### config.mk
export PLATFORM = sky130hd
export DESIGN_NAME = pp_cfg_regs
export DESIGN_NICKNAME = d
export VERILOG_FILES = /design/src/pp_cfg_pkg.sv /design/src/pp_cfg_regs.sv
export SDC_FILE = /design/constraint.sdc
export NUM_CORES = 1
export LEC_CHECK = 0
export BUFFER_PORTS_ARGS = -buffer_cell sky130_fd_sc_hd__clkbuf_2
export CORE_MARGIN = 1.5
export CORE_UTILIZATION = 35
export DETAILED_ROUTE_END_ITERATION = 8
export HOLD_SLACK_MARGIN = 0.08
export PLACE_DENSITY_LB_ADDON = 0.1
export SLEW_MARGIN = 20
export SYNTH_ARGS = -nofsm -noshare
export SYNTH_HDL_FRONTEND = slang
export SYNTH_SLANG_ARGS = --single-unit
### constraint.sdc
create_clock -name CORE_CLK -period 2.42 [get_ports CORE_CLK]
set_clock_uncertainty 0.2 [all_clocks]
set_input_delay 0.121 -clock CORE_CLK [delete_from_list [all_inputs] [get_ports CORE_CLK]]
set_output_delay 0.121 -clock CORE_CLK [all_outputs]
set_load 0.005 [all_outputs]
### src/pp_cfg_pkg.sv
// constants and carrier types for the parallel port configuration register bank
// assumes a 100 MHz core clock and an AXI4-Lite master with 32-bit data
`default_nettype none
package pp_cfg_pkg;

   // ------------------------------------------------------------
   // bus and address layout
   // ------------------------------------------------------------
   localparam int ADDR_W = 12;
   localparam int DATA_W = 32;
   localparam int IDX_LSB = 2;
   localparam int IDX_W = 8;
   localparam logic [1:0] RESP_OKAY = 2'h0;
   localparam logic [1:0] RESP_SLVERR = 2'h2;

   // register indices, byte address is four times the index
   localparam logic [IDX_W-1:0] IDX_IRQ_SEL = 8'h70;
   localparam logic [IDX_W-1:0] IDX_DMA_SEL = 8'h74;
   localparam logic [IDX_W-1:0] IDX_MODE = 8'hF0;
   localparam logic [IDX_W-1:0] IDX_MODE2 = 8'hF1;
   localparam logic [IDX_W-1:0] IDX_INT_STAT = 8'h80;
   localparam logic [IDX_W-1:0] IDX_INT_MASK = 8'h81;
   localparam logic [IDX_W-1:0] IDX_EPP_STAT = 8'h82;

   // ------------------------------------------------------------
   // fields and reset values
   // ------------------------------------------------------------
   localparam int IRQ_FLD_W = 4;
   localparam int DMA_FLD_W = 3;
   localparam int MODE_LSB = 0;
   localparam int MODE_W = 3;
   localparam int THR_LSB = 3;
   localparam int THR_W = 4;
   localparam int TYPE_BIT = 7;
   localparam int TSEL_BIT = 4;
   localparam int TMO_BIT = 0;
   localparam logic [IRQ_FLD_W-1:0] RST_IRQ_SEL = 4'h0;
   localparam logic [DMA_FLD_W-1:0] RST_DMA_SEL = 3'h0;
   localparam logic [7:0] RST_MODE = 8'h3C;
   localparam logic RST_TSEL = 1'b0;

   // sticky event bits
   localparam int INT_TMO = 0;
   localparam int INT_ACK = 1;
   localparam int INT_REQ = 2;
   localparam int INT_W = 3;

   // ------------------------------------------------------------
   // timing
   // ------------------------------------------------------------
   localparam int CLK_PERIOD_NS = 10;
   localparam int IRQ_PULSE_NS = 100;
   localparam int IRQ_PULSE_CYC = (IRQ_PULSE_NS + CLK_PERIOD_NS - 1) / CLK_PERIOD_NS;
   localparam int PULSE_CW = $clog2(IRQ_PULSE_CYC + 1);
   localparam logic [PULSE_CW-1:0] PULSE_LOAD = PULSE_CW'(IRQ_PULSE_CYC - 1);

   // ------------------------------------------------------------
   // types
   // ------------------------------------------------------------
   typedef enum logic [2:0] {
      PM_SPP       = 3'b000,
      PM_EPP19     = 3'b001,
      PM_ECP       = 3'b010,
      PM_ECP_EPP19 = 3'b011,
      PM_PRINTER   = 3'b100,
      PM_EPP17     = 3'b101,
      PM_RSVD      = 3'b110,
      PM_ECP_EPP17 = 3'b111
   } port_mode_t;

   typedef struct packed {
      logic printer;
      logic spp;
      logic epp;
      logic epp17;
      logic ecp;
   } mode_flags_t;

   typedef struct packed {
      logic [IRQ_FLD_W-1:0] irq;
      logic [DMA_FLD_W-1:0] dma;
   } cfgb_t;

endpackage
`default_nettype wire

### src/pp_cfg_regs.sv
// parallel port configuration registers behind an AXI4-Lite slave
// assumes port datapath logic on CORE_CLK; the acknowledge pin arrives asynchronously
//
// The implementer's own choice: register access over AXI4-Lite.
`timescale 1ns/10ps
`default_nettype none

module pp_cfg_regs
   import pp_cfg_pkg::*;
(
   input wire logic CORE_CLK,
   input wire logic RST,
   input wire logic [ADDR_W-1:0] AWADDR,
   input wire logic AWVALID,
   output logic AWREADY,
   input wire logic [DATA_W-1:0] WDATA,
   input wire logic [DATA_W/8-1:0] WSTRB,
   input wire logic WVALID,
   output logic WREADY,
   output logic [1:0] BRESP,
   output logic BVALID,
   input wire logic BREADY,
   input wire logic [ADDR_W-1:0] ARADDR,
   input wire logic ARVALID,
   output logic ARREADY,
   output logic [DATA_W-1:0] RDATA,
   output logic [1:0] RRESP,
   output logic RVALID,
   input wire logic RREADY,
   input wire logic ACK_N,
   input wire logic PORT_IRQ_REQ,
   input wire logic ECP_FIFO_ACTIVE,
   input wire logic EPP_TIMEOUT_SET,
   input wire logic EPP_STATUS_RD,
   output logic PP_IRQ_O,
   output logic PP_IRQ_OE,
   output cfgb_t EXT_PORT_CONFIG_B,
   output port_mode_t PORT_MODE,
   output mode_flags_t MODE_FLAGS,
   output logic [THR_W-1:0] ECP_THRESHOLD,
   output logic TMO_CLR_ON_READ,
   output logic EPP_TIMEOUT_FLAG,
   output logic INT_IRQ
);

   // ------------------------------------------------------------
   // state
   // ------------------------------------------------------------
   typedef struct packed {
      cfgb_t cfgb;
      logic [7:0] mode;
      logic tsel;
      logic [INT_W-1:0] istat;
      logic [INT_W-1:0] imask;
      logic tmo;
      logic ack_s1;
      logic ack_s2;
      logic ack_s3;
      logic rd_prev;
      logic req_prev;
      logic [PULSE_CW-1:0] pcnt;
      logic irq_o;
      logic irq_oe;
      logic int_irq;
      mode_flags_t flags;
      logic awv;
      logic [ADDR_W-1:0] awaddr;
      logic wv;
      logic [DATA_W-1:0] wdata;
      logic wstrb0;
      logic awready;
      logic wready;
      logic bvalid;
      logic [1:0] bresp;
      logic arready;
      logic rvalid;
      logic [DATA_W-1:0] rdata;
      logic [1:0] rresp;
   } st_t;

   st_t s_q;
   st_t s_d;

   function automatic mode_flags_t decode(input port_mode_t m);
      mode_flags_t f;
      f.printer = (m == PM_PRINTER);
      f.spp = (m == PM_SPP) || (m == PM_EPP19) || (m == PM_EPP17);
      f.epp = (m == PM_EPP19) || (m == PM_EPP17) || (m == PM_ECP_EPP19) || (m == PM_ECP_EPP17);
      f.epp17 = (m == PM_EPP17) || (m == PM_ECP_EPP17);
      f.ecp = (m == PM_ECP) || (m == PM_ECP_EPP19) || (m == PM_ECP_EPP17);
      return f;
   endfunction

   function automatic logic idx_hit(input logic [IDX_W-1:0] i);
      return (i == IDX_IRQ_SEL) || (i == IDX_DMA_SEL) || (i == IDX_MODE) || (i == IDX_MODE2) ||
             (i == IDX_INT_STAT) || (i == IDX_INT_MASK) || (i == IDX_EPP_STAT);
   endfunction

   // ------------------------------------------------------------
   // decode helpers
   // ------------------------------------------------------------
   logic [IDX_W-1:0] wr_idx;
   logic [IDX_W-1:0] ar_idx;
   logic wr_do;
   logic wr_hit;
   logic wr_byte;
   logic ar_hit;
   port_mode_t mode_c;
   mode_flags_t flags_c;
   logic plain;
   logic pulse_mode;
   logic fifo_lvl;
   logic ack_fall;
   logic req_rise;
   logic rd_fall;
   logic pulse_ev;
   logic tmo_wr_clr;
   logic tmo_clr;
   logic [INT_W-1:0] istat_clr;
   logic [INT_W-1:0] ev;

   assign wr_idx = s_q.awaddr[IDX_LSB +: IDX_W];
   assign ar_idx = ARADDR[IDX_LSB +: IDX_W];
   // response waits until the previous one is taken
   assign wr_do = s_q.awv && s_q.wv && !s_q.bvalid;
   assign wr_hit = (s_q.awaddr[ADDR_W-1:IDX_LSB+IDX_W] == '0) && idx_hit(wr_idx);
   assign wr_byte = wr_do && wr_hit && s_q.wstrb0;
   assign ar_hit = (ARADDR[ADDR_W-1:IDX_LSB+IDX_W] == '0) && idx_hit(ar_idx);

   assign mode_c = port_mode_t'(s_q.mode[MODE_LSB +: MODE_W]);
   assign plain = (mode_c == PM_PRINTER) || (mode_c == PM_SPP);
   assign pulse_mode = !plain && s_q.mode[TYPE_BIT];
   assign flags_c = decode(mode_c);
   assign fifo_lvl = !plain && flags_c.ecp && ECP_FIFO_ACTIVE;
   assign ack_fall = s_q.ack_s3 && !s_q.ack_s2;
   assign req_rise = PORT_IRQ_REQ && !s_q.req_prev;
   assign rd_fall = s_q.rd_prev && !EPP_STATUS_RD;
   assign pulse_ev = pulse_mode && (fifo_lvl ? req_rise : ack_fall);

   assign tmo_wr_clr = wr_byte && (wr_idx == IDX_EPP_STAT) && s_q.wdata[TMO_BIT] && !s_q.tsel;
   assign tmo_clr = s_q.tsel ? rd_fall : tmo_wr_clr;
   assign istat_clr = (wr_byte && (wr_idx == IDX_INT_STAT)) ? s_q.wdata[INT_W-1:0] : '0;
   always_comb begin
      ev = '0;
      ev[INT_TMO] = EPP_TIMEOUT_SET;
      ev[INT_ACK] = ack_fall;
      ev[INT_REQ] = req_rise;
   end

   // ------------------------------------------------------------
   // next state
   // ------------------------------------------------------------
   always_comb begin
      s_d = s_q;
      // acknowledge pin through two flops, third only for edge detection
      s_d.ack_s1 = ACK_N;
      s_d.ack_s2 = s_q.ack_s1;
      s_d.ack_s3 = s_q.ack_s2;
      s_d.rd_prev = EPP_STATUS_RD;
      s_d.req_prev = PORT_IRQ_REQ;

      // write channel: address and data taken in either order
      if (AWVALID && s_q.awready) begin
         s_d.awv = 1'b1;
         s_d.awaddr = AWADDR;
         s_d.awready = 1'b0;
      end
      if (WVALID && s_q.wready) begin
         s_d.wv = 1'b1;
         s_d.wdata = WDATA;
         s_d.wstrb0 = WSTRB[0];
         s_d.wready = 1'b0;
      end
      if (s_q.bvalid && BREADY) begin
         s_d.bvalid = 1'b0;
      end
      if (wr_do) begin
         s_d.awv = 1'b0;
         s_d.wv = 1'b0;
         s_d.awready = 1'b1;
         s_d.wready = 1'b1;
         s_d.bvalid = 1'b1;
         s_d.bresp = wr_hit ? RESP_OKAY : RESP_SLVERR;
      end
      // registers live in byte lane zero; other lanes are ignored
      if (wr_byte) begin
         case (wr_idx)
            IDX_IRQ_SEL: s_d.cfgb.irq = s_q.wdata[IRQ_FLD_W-1:0];
            IDX_DMA_SEL: s_d.cfgb.dma = s_q.wdata[DMA_FLD_W-1:0];
            IDX_MODE: s_d.mode = s_q.wdata[7:0];
            IDX_MODE2: s_d.tsel = s_q.wdata[TSEL_BIT];
            IDX_INT_MASK: s_d.imask = s_q.wdata[INT_W-1:0];
            default: s_d.tsel = s_q.tsel;
         endcase
      end

      // sticky events, a set in the clearing cycle survives
      s_d.istat = (s_q.istat & ~istat_clr) | ev;
      s_d.int_irq = |(s_d.istat & s_d.imask);
      s_d.tmo = EPP_TIMEOUT_SET || (s_q.tmo && !tmo_clr);

      // read channel, one outstanding read
      if (s_q.rvalid && RREADY) begin
         s_d.rvalid = 1'b0;
         s_d.arready = 1'b1;
      end
      if (ARVALID && s_q.arready) begin
         s_d.rvalid = 1'b1;
         s_d.arready = 1'b0;
         s_d.rresp = ar_hit ? RESP_OKAY : RESP_SLVERR;
         s_d.rdata = '0;
         if (ar_hit) begin
            case (ar_idx)
               IDX_IRQ_SEL: s_d.rdata = DATA_W'(s_q.cfgb.irq);
               IDX_DMA_SEL: s_d.rdata = DATA_W'(s_q.cfgb.dma);
               IDX_MODE: s_d.rdata = DATA_W'(s_q.mode);
               IDX_MODE2: s_d.rdata = DATA_W'(s_q.tsel) << TSEL_BIT;
               IDX_INT_STAT: s_d.rdata = DATA_W'(s_q.istat);
               IDX_INT_MASK: s_d.rdata = DATA_W'(s_q.imask);
               default: s_d.rdata = DATA_W'(s_q.tmo) << TMO_BIT;
            endcase
         end
      end

      s_d.flags = decode(port_mode_t'(s_d.mode[MODE_LSB +: MODE_W]));

      // port interrupt pin
      s_d.pcnt = (s_q.pcnt != '0) ? s_q.pcnt - PULSE_CW'(1) : '0;
      if (!pulse_mode) begin
         // type bit has no say in printer and spp modes
         s_d.pcnt = '0;
         s_d.irq_oe = 1'b1;
         s_d.irq_o = fifo_lvl ? PORT_IRQ_REQ : s_q.ack_s2;
      end else if (pulse_ev) begin
         s_d.pcnt = PULSE_LOAD;
         s_d.irq_oe = 1'b1;
         s_d.irq_o = 1'b0;
      end else if (s_q.pcnt != '0) begin
         s_d.irq_oe = 1'b1;
         s_d.irq_o = 1'b0;
      end else begin
         // released, the shared line floats high
         s_d.irq_oe = 1'b0;
         s_d.irq_o = 1'b0;
      end
   end

   // ------------------------------------------------------------
   // registers
   // ------------------------------------------------------------
   always_ff @(posedge CORE_CLK or posedge RST) begin
      if (RST) begin
         s_q <= '0;
         s_q.cfgb.irq <= RST_IRQ_SEL;
         s_q.cfgb.dma <= RST_DMA_SEL;
         s_q.mode <= RST_MODE;
         s_q.tsel <= RST_TSEL;
         s_q.flags.printer <= 1'b1;
         s_q.ack_s1 <= 1'b1;
         s_q.ack_s2 <= 1'b1;
         s_q.ack_s3 <= 1'b1;
         s_q.irq_o <= 1'b1;
         s_q.irq_oe <= 1'b1;
         s_q.awready <= 1'b1;
         s_q.wready <= 1'b1;
         s_q.arready <= 1'b1;
      end else begin
         s_q <= s_d;
      end
   end

   assign AWREADY = s_q.awready;
   assign WREADY = s_q.wready;
   assign BVALID = s_q.bvalid;
   assign BRESP = s_q.bresp;
   assign ARREADY = s_q.arready;
   assign RVALID = s_q.rvalid;
   assign RDATA = s_q.rdata;
   assign RRESP = s_q.rresp;
   assign PP_IRQ_O = s_q.irq_o;
   assign PP_IRQ_OE = s_q.irq_oe;
   assign EXT_PORT_CONFIG_B = s_q.cfgb;
   assign PORT_MODE = port_mode_t'(s_q.mode[MODE_LSB +: MODE_W]);
   assign MODE_FLAGS = s_q.flags;
   assign ECP_THRESHOLD = s_q.mode[THR_LSB +: THR_W];
   assign TMO_CLR_ON_READ = s_q.tsel;
   assign EPP_TIMEOUT_FLAG = s_q.tmo;
   assign INT_IRQ = s_q.int_irq;
endmodule
`default_nettype wire

==> flow_summary.ini <==
[status]
status = finished, final reports clean

[cells_and_area]
fin_cells = 564
nNetsFinal = 497
final_util_pct = 44.55
diodes = 0
design_area_um2 = 4619
drive_above_1_share_pct = 37.38
syn2layout_area_growth_pct = 22.94

[setup_path]
end_kind = register
setup.worst_path.class = reg2reg
r2r_slack_ps = 210
rr_endpoint = RDATA[6]
crit_path_start_kind = register
worst_r2r_startpoint = ARREADY
reg2regPathDepth = 6
cp_data_arrival_time_ps = 2290
crit_fanout = 4
worstPathRequired_ps = 2500

[sta]
max_clock_freq_mhz = 452.9
hold_viol = 0
whs_ps = 148.3
rsz0062_at_grt = no
fin_crit_ps = 2208
slew_violations = 0
tns_ps = 0
slew_headroom_pct = 54.60
setup_slack_ps = 212.2
tightestPinTransition_ps = 674.7
final-setup-viol-count = 0
period_share_pct = 91.23

[clock_network]
cts_buffers = 9
cts_root_buffer = clkbuf_8
cts-htree-levels = 3
cts.sinks = 76
insertion_delay_ps = 340
clockBufferDepth = 2
post-cts-setup-buffers = 0
cts_tree = yes
clk_pin_slew_ps = 80

[power]
leakage_nw = 2.181
peakVddDrop_uv = 407.9
powerDensity_nw_per_um2 = 730.1
power_mw = 3.372

[global_route]
met1_usage_pct = 19.65
antenna_found_initial = 0
grt-ovfl-total = 0
use_met3_pct = 3.040
met2_usage_pct = 24.27
grt_pass1_wl_um = 13250
grt_pass1_vias = 2642
grt_start_max_net_pins = 77
grt_usage_pct = 15.12
busiest_layer = met2

[floorplan]
core.rowCount = 37
die-height_um = 106.6
core-area_um2 = 10370
ios = 137
start_util_pct = 36.23
dieArea_um2 = 11370
chipWidth_um = 106.6

[place]
post_dp_cell_area_um2 = 4046
io_buffers = 79
dp_cells = 510
preCtsSetupSlack_ps = 262.4
gp_congestion = 0.7829
dpl.hpwl_um = 5662

[route]
drc = 0
postRouteWirelength_um = 7955
ant_nets = 0
first_pass_iters = 4
num_vias = 2584
drtIter0Drc = 78
avgRoutedWirePerCell_um = 14.10
drt-vias-per-instance = 4.582

[synth]
ys.flop_type = dfrtp_1
ys_seq_elements = 76
synthesis.area_um2 = 3757
yosys_warnings = 0
async_reset_ff_share_pct = 100.0
synth.distinct_cells = 50
synth_edf_count = 0
synth-seq-area-share_pct = 51.05
syn_area_per_cell_um2 = 11.60
synth_cells = 324

[worst_hold_path]
holdPathEnd = RRESP[1]
hold_class = in2reg
whs_path_depth = 4
min_from = ARADDR[5]

[run]
drv_cap = 0
-- critical path, stage by stage, from the launching register on --
cell           delay, ps
dfstp_2              560
nand2_1               80
nor3_2               170
dlygate4sd3_1        620
o31a_1               180
and2_1               200
a22o_1               140
-- final cells by class --
type                       instances  area [um2]
fill                            1001        5751
sequential                        76        1918
multi-input combinational        202        1456
timing repair buffer             123       845.8
tap                              136       170.2
clock buffer                      14       152.6
inverter                          11       41.29
clock inverter                     2       35.03
-- worst max-delay path by stage --
stage	start	endpoint	slack, ps	cells after the start
3_5_place_dp	s_q[82]	INT_IRQ	260	5
6_report	ARREADY	RDATA[6]	210	6
3_3_place_gp	s_q[82]	INT_IRQ	270	5
5_1_grt	ARREADY	RDATA[7]	40	6
4_1_cts	ARREADY	RDATA[7]	100	6
2_1_floorplan	RST	BRESP[1]	180	1
-- flip-flops by register name, summed over array words and instances, names as in the netlist --
register	count
s_q	35
RDATA	8
EXT_PORT_CONFIG_B	7
MODE_FLAGS	5
ECP_THRESHOLD	4
PORT_MODE	3
s_d	2
ARREADY	1
AWREADY	1
BRESP	1
BVALID	1
EPP_TIMEOUT_FLAG	1
INT_IRQ	1
PP_IRQ_O	1
PP_IRQ_OE	1
RRESP	1
RVALID	1
TMO_CLR_ON_READ	1
WREADY	1
-- what timing repair did --
action	4_1_cts	5_1_grt
gates resized for setup	0	1
hold buffers	38	0
endpoints found under the hold margin	113	0
setup endpoints to repair	0	3
-- power breakdown --
| group | internal, mW | leakage, nW | switching (mW) |
|---|---|---|---|
| sequential | 1.51 | 0.933 | 0.258 |
| clock | 0.506 | 0.0947 | 0.450 |
| combinational | 0.369 | 1.15 | 0.281 |
| total | 2.38 | 2.18 | 0.989 |
-- cells in the final DEF, fill, tap and decap left out, types with 10 or more instances in the layout --
master / n
clkbuf_2: 79
clkbuf_8: 10
conb_1: 26
dfrtp_1: 63
dfstp_2: 13
dlygate4sd3_1: 38
inv_1: 10
mux2_2: 38
nand2_1: 18
nand3_1: 12
nor2_1: 12
o21ai_0: 19
-- layer usage --
layer  wire [um]  part of all wire, %
met2        3789                   48
met5           0                    0
met4         158                  2.0
met3         370                  4.7
met1        3637                   46
-- Yosys cell counts, drive strengths merged, types with 2 or more instances --
master,n,area [um2]
nand3,12,60.06
nor2,12,45.04
a211oi,2,15.01
o21ai,19,95.09
nor4,5,37.53
ha,2,25.02
inv,11,41.29
a22o,7,61.31
or3,3,23.77
nor3,8,51.30
a21oi,6,30.03
mux2,42,476.7
buf,57,429.2
mux2i,6,60.06
nand2b,7,43.79
clkbuf,3,11.26
nand4,2,18.77
nor2b,2,12.51
dfrtp,63,1577
nor4b,3,47.54
nand3b,3,22.52
nand4b,2,23.77
a32oi,2,17.52
dfstp,13,341.6
nand2,18,67.56
-- logic make-up after synthesis --
family / Yosys count / synth area share (%)
AOI/OAI and AO/OA: 42 / 7.260
other: 1 / 0.09980
buffers and inverters: 71 / 12.82
DFF: 76 / 51.05
adders and majority gates: 2 / 0.6659
xor gates and xnor gates: 1 / 0.2331
and+or+nand+nor: 83 / 13.59
muxes: 48 / 14.29
No activity file was read; power rests on OpenSTA's default activity.
